`src/comc_defs.vh`:
```
// constants for the clock output mode control block
`ifndef COMC_DEFS_VH
`define COMC_DEFS_VH
`define COMC_NOUT 10
`define COMC_NDIV 8
// driver type select codes
`define COMC_DRV_PECL 2'h0
`define COMC_DRV_LVDS 2'h1
`define COMC_DRV_CMOS 2'h2
`define COMC_DRV_OFF 2'h3
// per-side cmos state (spi mode)
`define COMC_CM_ACT 2'h0
`define COMC_CM_INV 2'h1
`define COMC_CM_LOW 2'h2
`define COMC_CM_HIZ 2'h3
// bits 22..25 of each output register, as a 4-bit field
`define COMC_CMOS_P_LSB 0
`define COMC_CMOS_N_LSB 2
`define COMC_CMOS_SEL_P 0
`define COMC_CMOS_SEL_N 1
// operating modes
`define COMC_MODE_NORMAL 3'h0
`define COMC_MODE_PDOWN 3'h1
`define COMC_MODE_SLEEP 3'h2
`define COMC_MODE_RESET 3'h3
`define COMC_MODE_HOLD 3'h4
// divider sync pulse length in source clock cycles
`define COMC_SYNC_LEN 4'h4
`define COMC_SYNC_CNT_W 4
`endif

```
`src/comc_out_buf.v`:
```
// driver enables for one universal output buffer
`timescale 1ns/1ps
`include "comc_defs.vh"
module comc_out_buf (
	input wire ref_clk, // system clock
	input wire srst, // sync reset, active high
	input wire [1:0] drv_sel, // driver type select
	input wire [3:0] cmos_cfg, // cmos control field
	input wire pin_cfg_mode, // pin-configured mode
	input wire outs_off, // force all drivers off
	input wire clk_in, // divided clock
	output reg pecl_en_q, // pecl driver enable
	output reg lvds_en_q, // lvds driver enable
	output reg [1:0] cmos_en_q, // cmos enables {n,p}
	output reg [1:0] cmos_dat_q, // cmos data {n,p}
	output reg low_pwr_q // unused drivers in low power
);
	reg [1:0] cm_en;
	reg [1:0] cm_dat;
	reg [1:0] st;
	integer i;
	always @*
	begin
		cm_en = 2'h0;
		cm_dat = 2'h0;
		for (i = 0; i < 2; i = i + 1)
		begin
			st = cmos_cfg[2*i +: 2];
			if (pin_cfg_mode)
			begin
				cm_en[i] = cmos_cfg[i];
				cm_dat[i] = clk_in;
			end
			else
			begin
				case (st)
				`COMC_CM_ACT:
				begin
					cm_en[i] = 1'b1;
					cm_dat[i] = clk_in;
				end
				`COMC_CM_INV:
				begin
					cm_en[i] = 1'b1;
					cm_dat[i] = ~clk_in;
				end
				`COMC_CM_LOW:
				begin
					cm_en[i] = 1'b1;
					cm_dat[i] = 1'b0;
				end
				default:
				begin
					cm_en[i] = 1'b0;
					cm_dat[i] = 1'b0;
				end
				endcase
			end
		end
	end
	always @(posedge ref_clk)
	begin
		if (srst || outs_off)
		begin
			pecl_en_q <= 1'b0;
			lvds_en_q <= 1'b0;
			cmos_en_q <= 2'h0;
			cmos_dat_q <= 2'h0;
			low_pwr_q <= 1'b1;
		end
		else
		begin
			// at most one driver type on, by construction of the decode
			pecl_en_q <= (drv_sel == `COMC_DRV_PECL);
			lvds_en_q <= (drv_sel == `COMC_DRV_LVDS);
			cmos_en_q <= (drv_sel == `COMC_DRV_CMOS) ? cm_en : 2'h0;
			cmos_dat_q <= cm_dat;
			low_pwr_q <= 1'b1; // idle drivers always low power
		end
	end
endmodule // comc_out_buf

```
`src/comc_sync_gen.v`:
```
// divider synchronisation pulse generator
`timescale 1ns/1ps
`include "comc_defs.vh"
module comc_sync_gen (
	input wire ref_clk, // system clock
	input wire srst, // sync reset
	input wire src_en, // source clock edge enable
	input wire sync_req, // request a divider sync
	output reg div_rst_q // common divider reset
);
	reg [`COMC_SYNC_CNT_W-1:0] cnt_q;
	always @(posedge ref_clk)
	begin
		if (srst)
		begin
			cnt_q <= {`COMC_SYNC_CNT_W{1'b0}};
			div_rst_q <= 1'b0;
		end
		else if (sync_req)
		begin
			cnt_q <= `COMC_SYNC_LEN;
			div_rst_q <= 1'b1;
		end
		else if (src_en && div_rst_q)
		begin
			// release only on a source edge so all dividers leave together
			cnt_q <= cnt_q - 1'b1;
			if (cnt_q == {{(`COMC_SYNC_CNT_W-1){1'b0}}, 1'b1})
				div_rst_q <= 1'b0;
		end
	end
endmodule // comc_sync_gen

```
`src/comc_top.v`:
```
// clock output mode control: driver select, divider sync, power modes
`timescale 1ns/1ps
`include "comc_defs.vh"
module comc_top (
	input wire ref_clk, // 100 MHz system clock
	input wire srst, // sync reset, active high
	input wire powerdown_n_pin, // power-down pin, active low
	input wire sleep_n, // sleep bit, active low
	input wire reset_hold_sel, // stored bit: 0 reset, 1 hold
	input wire reset_hold_bit, // register reset/hold control
	input wire reset_hold_n_pin, // reset/hold pin
	input wire pin_configured_mode, // pin-configured mode
	input wire [19:0] drv_sel, // 2-bit driver type per output
	input wire [39:0] cmos_cfg, // 4-bit cmos field per output
	input wire [9:0] clk_div, // divided clock per output
	input wire sync_src_en, // sync source clock edge enable
	input wire sync_req, // divider sync request
	output reg [9:0] pecl_en_q, // pecl enables
	output reg [9:0] lvds_en_q, // lvds enables
	output reg [19:0] cmos_en_q, // cmos enables {n,p} per output
	output reg [19:0] cmos_dat_q, // cmos data {n,p} per output
	output reg [9:0] low_pwr_q, // idle drivers low power
	output reg [7:0] div_rst_q, // divider resets
	output reg charge_pump_out_oe_q, // charge pump drive enable
	output reg nv_reload_q, // reload defaults pulse
	output reg [2:0] mode_q // current mode
);
	////////////////////////////////////////////////////////////////
	function [2:0] dec_mode;
		input pwr_n;
		input sl_n;
		input sel;
		input bit_r;
		input pin_r;
		begin
			if (!pwr_n)
				dec_mode = `COMC_MODE_PDOWN;
			else if (!sl_n)
				dec_mode = `COMC_MODE_SLEEP;
			else if (!(bit_r && pin_r))
				// one path, stored bit picks the function
				dec_mode = sel ? `COMC_MODE_HOLD : `COMC_MODE_RESET;
			else
				dec_mode = `COMC_MODE_NORMAL;
		end
	endfunction
	////////////////////////////////////////////////////////////////
	wire [2:0] mode_d;
	wire outs_off;
	wire div_rst;
	wire [9:0] b_pecl;
	wire [9:0] b_lvds;
	wire [19:0] b_cen;
	wire [19:0] b_cdat;
	wire [9:0] b_lp;
	assign mode_d = dec_mode(powerdown_n_pin, sleep_n, reset_hold_sel,
		reset_hold_bit, reset_hold_n_pin);
	// hold keeps clocks running; only reset/sleep/power-down stop them
	assign outs_off = (mode_q == `COMC_MODE_PDOWN) ||
		(mode_q == `COMC_MODE_SLEEP) || (mode_q == `COMC_MODE_RESET);
	always @(posedge ref_clk)
	begin
		if (srst)
		begin
			mode_q <= `COMC_MODE_PDOWN;
			nv_reload_q <= 1'b0;
			charge_pump_out_oe_q <= 1'b0;
		end
		else
		begin
			mode_q <= mode_d;
			// sleep exit keeps registers, so no reload
			nv_reload_q <= (mode_q == `COMC_MODE_PDOWN) &&
				(mode_d != `COMC_MODE_PDOWN);
			charge_pump_out_oe_q <= (mode_d == `COMC_MODE_NORMAL);
		end
	end
	////////////////////////////////////////////////////////////////
	genvar g;
	generate
		for (g = 0; g < `COMC_NOUT; g = g + 1)
		begin : g_buf
			comc_out_buf u_buf (
				.ref_clk(ref_clk),
				.srst(srst),
				.drv_sel(drv_sel[2*g +: 2]),
				.cmos_cfg(cmos_cfg[4*g +: 4]),
				.pin_cfg_mode(pin_configured_mode),
				.outs_off(outs_off),
				.clk_in(clk_div[g]),
				.pecl_en_q(b_pecl[g]),
				.lvds_en_q(b_lvds[g]),
				.cmos_en_q(b_cen[2*g +: 2]),
				.cmos_dat_q(b_cdat[2*g +: 2]),
				.low_pwr_q(b_lp[g])
			);
		end
	endgenerate
	always @*
	begin
		pecl_en_q = b_pecl;
		lvds_en_q = b_lvds;
		cmos_en_q = b_cen;
		cmos_dat_q = b_cdat;
		low_pwr_q = b_lp;
		div_rst_q = {`COMC_NDIV{div_rst}};
	end
	////////////////////////////////////////////////////////////////
	comc_sync_gen u_sync (
		.ref_clk(ref_clk),
		.srst(srst),
		.src_en(sync_src_en),
		.sync_req(sync_req),
		.div_rst_q(div_rst)
	);
endmodule // comc_top

```
`config.mk`:
```
export PLATFORM = sky130hd
export DESIGN_NAME = comc_top
export DESIGN_NICKNAME = d
export VERILOG_FILES = /design/src/comc_out_buf.v /design/src/comc_sync_gen.v /design/src/comc_top.v
export VERILOG_INCLUDE_DIRS = /design/src
export SDC_FILE = /design/constraint.sdc
export NUM_CORES = 1
export LEC_CHECK = 0
export BUFFER_PORTS_ARGS = -buffer_cell sky130_fd_sc_hd__buf_2
export CAP_MARGIN = 40
export CORE_MARGIN = 2
export CORE_UTILIZATION = 45
export DETAILED_ROUTE_END_ITERATION = 12
export PLACE_DENSITY = 0.8
export RECOVER_POWER = 50
export SLEW_MARGIN = 10
export SYNTH_ARGS = -nofsm -noshare
export SYNTH_HDL_FRONTEND = slang
export SYNTH_SLANG_ARGS = --single-unit
```
`constraint.sdc`:
```
create_clock -name ref_clk -period 2.55 [get_ports ref_clk]
set_clock_uncertainty 0.15 [all_clocks]
set_input_delay 0 -clock ref_clk [delete_from_list [all_inputs] [get_ports ref_clk]]
set_output_delay 0 -clock ref_clk [all_outputs]
set_load 0.01 [all_outputs]
```
==> flow_summary.toml, run 1 <==
[outcome]
status = "finished clean"

[power]
leakage_uw = 0.00195
vdd_ir_drop_max_mv = 0.382
powerDensity_nw_per_um2 = 523

[floorplanning]
die_w_um = 86.4
row_count = 30
design.portCount = 163
dieArea_um2 = 7460
core_area_um2 = 6680
initial_core_util_pct = 45.7
die_h_um = 86.4

[worst_setup_path]
crit_start = "u_sync.cnt_q[0]"
crit_path_max_fanout = 3
crit_path_start_kind = "flip-flop"
critical_path_class = "flip-flop to flip-flop"
end_kind = "flip-flop"
r2r_start = "u_sync.cnt_q[0]"
crit_path_max_incr_delay_ns = 0.60
critPathBufInv = 2
required_ns = 2.70
worstPathCellList = "inv_1, ha_1, and3_1, a2111oi_0, dlygate4sd3_1"
critPathTopFamily = "buffers and inverters"
slowest_stage = "dlygate4sd3_1"
arrival_ns = 2.26

[synth]
yosysWarningCount = 0
async_reset_ff_share_pct = 0
ys_top_cells_by_area = "dfxtp_1 (46%), buf_4 (9.3%), a21oi_1 (6.7%)"
ys_types = 32
synthAdderAreaFrac_pct = 0.820
synth_top_family_by_area = "simple AND/OR/NAND/NOR gates"
syn_area_um2 = 3050
synth_xor_area_share_pct = 0.574
synth.top_cells.by_count = "dfxtp_1 (70), nor2_1 (42), a21oi_1 (41), buf_4 (38), nor3_1 (24)"
synth_most_common_cell = "dfxtp_1"
yosysTopAreaCellShare_pct = 45.9
synth-edff-count = 0
yosysSeqAreaShare_pct = 45.9
ys.flop_type = "dfxtp_1"
yosysTopAreaCell = "dfxtp_1"
synth_compound_area_share_pct = 15.1
synth_simple_gate_area_share_pct = 24.3
syn_inst = 339
postSynthAreaPerCell_um2 = 9.01
ys_ff_latch = 70
muxShareOfSynthArea_pct = 0.328

[timing]
period_share_pct = 82.8
max_freq_ghz = 0.473
final_hold_viol_count = 0
rsz0062_at_grt = "false"
setup_violations = 0
period_minus_slack_ns = 2.11
maxSlewViolCount = 0
fin_tns_setup_ns = 0

[place]
io_buffer_count = 152
routabilityCongestion = 0.833
dpl.hpwl_mm = 5.90

[drt]
drt_pre_antenna_iters = 5
wl_met2_mm = 5.29
drc_errors = 0
postRouteAntennaNets = 0
wl_met3_um = 597
topRoutingLayerUsed = "met4"
wirelength_mm = 10.4
wl_per_cell_um = 16.0
routed_via_density = 5.22
vias = 3398
wl_met1_mm = 4.09
drtIter0Drc = 176

[global_route]
grt_pass1_wl_mm = 15.9
antenna_found_initial = 0
overflow = 0
grt_pass1_vias = 3301
grt_max_degree = 54
track_usage_pct = 27.6

[cells_and_area]
nNetsFinal = 647
drive_above_1_share_pct = 19.6
synthToLayoutAreaGrowth_pct = 56.2
final_util_pct = 71.4

[clock_tree]
clk_pin_slew_ns = 0.08
cts.sinks = 70
cts_inserted_buffers = 9
cts_tree = "done"
cts.htree.levels = 3
clockBufferDepth = 2
clockRootBuffer = "clkbuf_8"
cts-resized-gates = 0
clk_latency_ns = 0.35

[job]
maxCapViolations = 0

[worst_hold_path]
hp-class = "primary input to flip-flop"
min-delay-start = "cmos_cfg[11]"
-- power breakdown --
group / internal, uW / switching, uW
sequential: 1120 / 13.2
clock: 463 / 475
combinational: 211 / 215
total: 1790 / 703
-- path summary, 6_finish.rpt --
check | end | slack, ns | cells after the start
min reg2reg | nv_reload_q | 0.33 | 1
max reg2reg | u_sync.cnt_q[1] | 0.44 | 5
min | g_buf[2].u_buf.cmos_en_q[1] | 0.01 | 4
max | u_sync.cnt_q[1] | 0.44 | 5
-- stage by stage --
step / hold slack [ns] / cell area (um2) / worst slack [ns] / cells / total power [uW]
finish: 0.0123 / 4770 / 0.438 / 651 / 2490
global route: 0.0779 / 4770 / 0.341 / 650 / 2580
CTS: 0.0324 / 4850 / 0.503 / 650 / 2480
detailed placement: 0.0390 / 3620 / 1.03 / 531 / 1460
global placement: 0.0364 / 3600 / 1.14 / 530 / 1440
floorplan: -0.0809 / 3090 / 1.16 / 348 / 1330
-- logic make-up (layout without fill, tap and decap cells) --
| family | count (synthesis) | in the layout |
|---|---|---|
| and+or+nand+nor | 130 | 130 |
| AOI/OAI and AO/OA | 76 | 76 |
| DFF | 70 | 70 |
| buffers and inverters | 57 | 279 |
| adders and majority gates | 2 | 2 |
| xor gates and xnor gates | 2 | 2 |
| other | 1 | 11 |
| muxes | 1 | 1 |
-- final cells by class --
class	instances	area (um2)
multi-input combinational	221	1290
inverter	5	18.8
timing repair buffer	258	1750
antenna	1	2.50
sequential	70	1400
tap	80	100
fill	527	1910
clock buffer	9	124
clock inverter	7	81.3
-- routing by layer --
layer  global-route usage [%]  vias to the layer above
li1                         -                     1605
met1                     32.1                     1580
met2                     47.4                      169
met3                     6.57                       44
met4                     14.1                        0
met5                        0                        -
-- worst reg2reg max path: cells and delay by family (launching register included) --
family | cells | cell delay [ns]
buf+inv | 2 | 0.69
flops | 1 | 0.38
compound gates | 1 | 0.33
fa+ha+maj | 1 | 0.31
simple gates | 1 | 0.20
-- what timing repair did --
item,CTS,global route
hold buffers,103,0
endpoints found under the hold margin,70,0
setup buffers,0,0
-- layout by cell type (no fill, tap or decap), drive strengths merged, types with 7 or more instances in the layout --
| cell | netlist | final |
|---|---|---|
| nand3 | 11 | 11 |
| buf | 51 | 86 |
| nand2 | 15 | 15 |
| inv | 5 | 7 |
| o21ai | 13 | 13 |
| o211ai | 9 | 9 |
| nor3 | 24 | 24 |
| nor2 | 42 | 42 |
| nor3b | 10 | 10 |
| nor4b | 10 | 10 |
| clkbuf | 1 | 78 |
| a21oi | 41 | 41 |
| a32oi | 10 | 10 |
| conb | 1 | 10 |
| dlygate4sd3 | 0 | 103 |
| dfxtp | 70 | 70 |
| nand3b | 11 | 11 |
-- registers in the layout (all words and copies together), names as in the netlist --
register	count
mode_q	3
g_buf.u_buf.cmos_dat_q	20
g_buf.u_buf.pecl_en_q	10
u_sync.cnt_q	4
g_buf.u_buf.lvds_en_q	10
charge_pump_out_oe_q	1
u_sync.div_rst_q	1
g_buf.u_buf.cmos_en_q	20
nv_reload_q	1
No activity file was read; power rests on OpenSTA's default activity.
==> run 2, diff against run 1 <==
Settings changed: CORE_UTILIZATION 45 to 40, PLACE_DENSITY 0.8 to 0.75.
Clock period 2.55 ns to 1.87 ns, I/O delays scaled along.
==> flow_summary.toml, run 2 (same netlist as run 1, synthesis figures left out) <==
[timing]
fin_tns_setup_ns = 0
period_share_pct = 97.8
final_hold_viol_count = 0
setup_violations = 0
period_minus_slack_ns = 1.83
rsz0062_at_grt = "true"
timing.final.ws_setup_ns = 0.0406
maxSlewViolCount = 0
hold_ws_ns = 0.0453
max_freq_ghz = 0.547

[outcome]
status = "finished clean"

[worst_setup_path]
critical_path_class = "primary input to flip-flop"
required_ns = 2.00
arrival_ns = 1.96
crit_path_max_fanout = 60
end_kind = "flip-flop"
crit_path_start_kind = "primary input"

[cells_and_area]
insertedDiodeCount = 0
fin_cells = 664
nNetsFinal = 642
layout_commonest_cell = "dlygate4sd3_1"
nFillCells = 607
synthToLayoutAreaGrowth_pct = 57.1
reg_top3 = "g_buf.u_buf.cmos_dat_q (20), g_buf.u_buf.cmos_en_q (20)"
layout_common_cells = "dlygate4sd3_1 (97), buf_2 (88), dfxtp_1 (70)"
drive_above_1_share_pct = 22.3
final_area_um2 = 4800

[drt]
drc_errors = 0
postRouteAntennaNets = 0
routed_via_density = 4.89
vias = 3246
drtIter0Drc = 76
wirelength_mm = 9.20
wl_per_cell_um = 13.8
drt_pre_antenna_iters = 4

[power]
vdd_ir_drop_max_mv = 0.370
powerDensity_nw_per_um2 = 720
leakage_uw = 0.00197

[floorplanning]
design.portCount = 163
initial_core_util_pct = 41.6
dieArea_um2 = 8350
core_area_um2 = 7330
die_h_um = 91.4
die_w_um = 91.4
row_count = 31

[clock_tree]
cts.htree.levels = 3
cts_inserted_buffers = 9
cts_tree = "done"
post-cts-setup-buffers = 0
clockBufferDepth = 2
cts.sinks = 70
clockRootBuffer = "clkbuf_8"
clk_pin_slew_ns = 0.08
clk_latency_ns = 0.34

[place]
dpl.hpwl_mm = 5.37
dpl.cell_count = 551
io_buffer_count = 152
dpl_cell_area_um2 = 3650
routabilityCongestion = 0.838
preCtsSetupSlack_ns = 0.261

[global_route]
overflow = 0
grt_pass1_wl_mm = 14.6
track_usage_pct = 21.8
antenna_found_initial = 0
grt_pass1_vias = 3253
grt_max_degree = 61

[job]
maxCapViolations = 0

[worst_hold_path]
hp-class = "primary input to flip-flop"
run 2: worst paths after layout:
check	slack, ns	cells past startpoint	to	start
worst min-delay path	0.05	3	g_buf[3].u_buf.cmos_dat_q[0]	pin_configured_mode
worst min register to register	0.33	2	u_sync.cnt_q[3]	u_sync.cnt_q[3]
worst max register to register	0.06	5	g_buf[0].u_buf.cmos_en_q[1]	mode_q[1]
worst max-delay path	0.04	6	g_buf[0].u_buf.cmos_en_q[1]	srst
run 2: routing by layer:
| metal | global-route usage, % | routed length [um] | up-vias | share of wire (%) |
|---|---|---|---|---|
| met5 | 0 | 0 | - | 0 |
| met4 | 11.0 | 308 | 0 | 3.3 |
| met3 | 3.98 | 410 | 30 | 4.5 |
| met2 | 41.5 | 4900 | 123 | 53 |
| met1 | 22.6 | 3580 | 1491 | 39 |
| li1 | - | - | 1602 | - |
run 2: where the power goes:
| group | switching (uW) | leakage [uW] | total [uW] | internal (uW) |
|---|---|---|---|---|
| clock network | 594 | 0.000106 | 1350 | 755 |
| logic | 275 | 0.00130 | 563 | 288 |
| registers | 17.0 | 0.000567 | 1540 | 1520 |
| total | 885 | 0.00197 | 3450 | 2570 |
run 2: cell type report:
type / instances / area, um2 / area share [%]
clock buffers: 9 / 124 / 2.58
clock inverters: 7 / 97.6 / 2.03
inverters: 5 / 18.8 / 0.391
multi-input cells: 221 / 1320 / 27.4
flip-flops and latches: 70 / 1400 / 29.2
well taps: 99 / 124 / 2.58
repair buffers: 253 / 1710 / 35.7
run 2: critical path, cell delays in order:
cell	delay [ns]
dlygate4sd3_1	0.55
buf_2	0.18
o21bai_4	0.19
buf_12	0.19
nor4b_2	0.24
dlygate4sd3_1	0.57
run 2: through the flow:
stage | total power [uW] | utilization (%)
floorplan | 1810 | -
global placement | 1970 | 49.8
detailed placement | 1980 | 49.8
CTS | 3470 | 66.5
global route | 3590 | 65.4
finish | 3450 | 65.4
run 2: what timing repair did:
item                                    CTS  global route
resized for setup                         0             8
endpoints found under the hold margin    70             0
hold buffers                            100             0
endpoints found under the setup margin    0            11
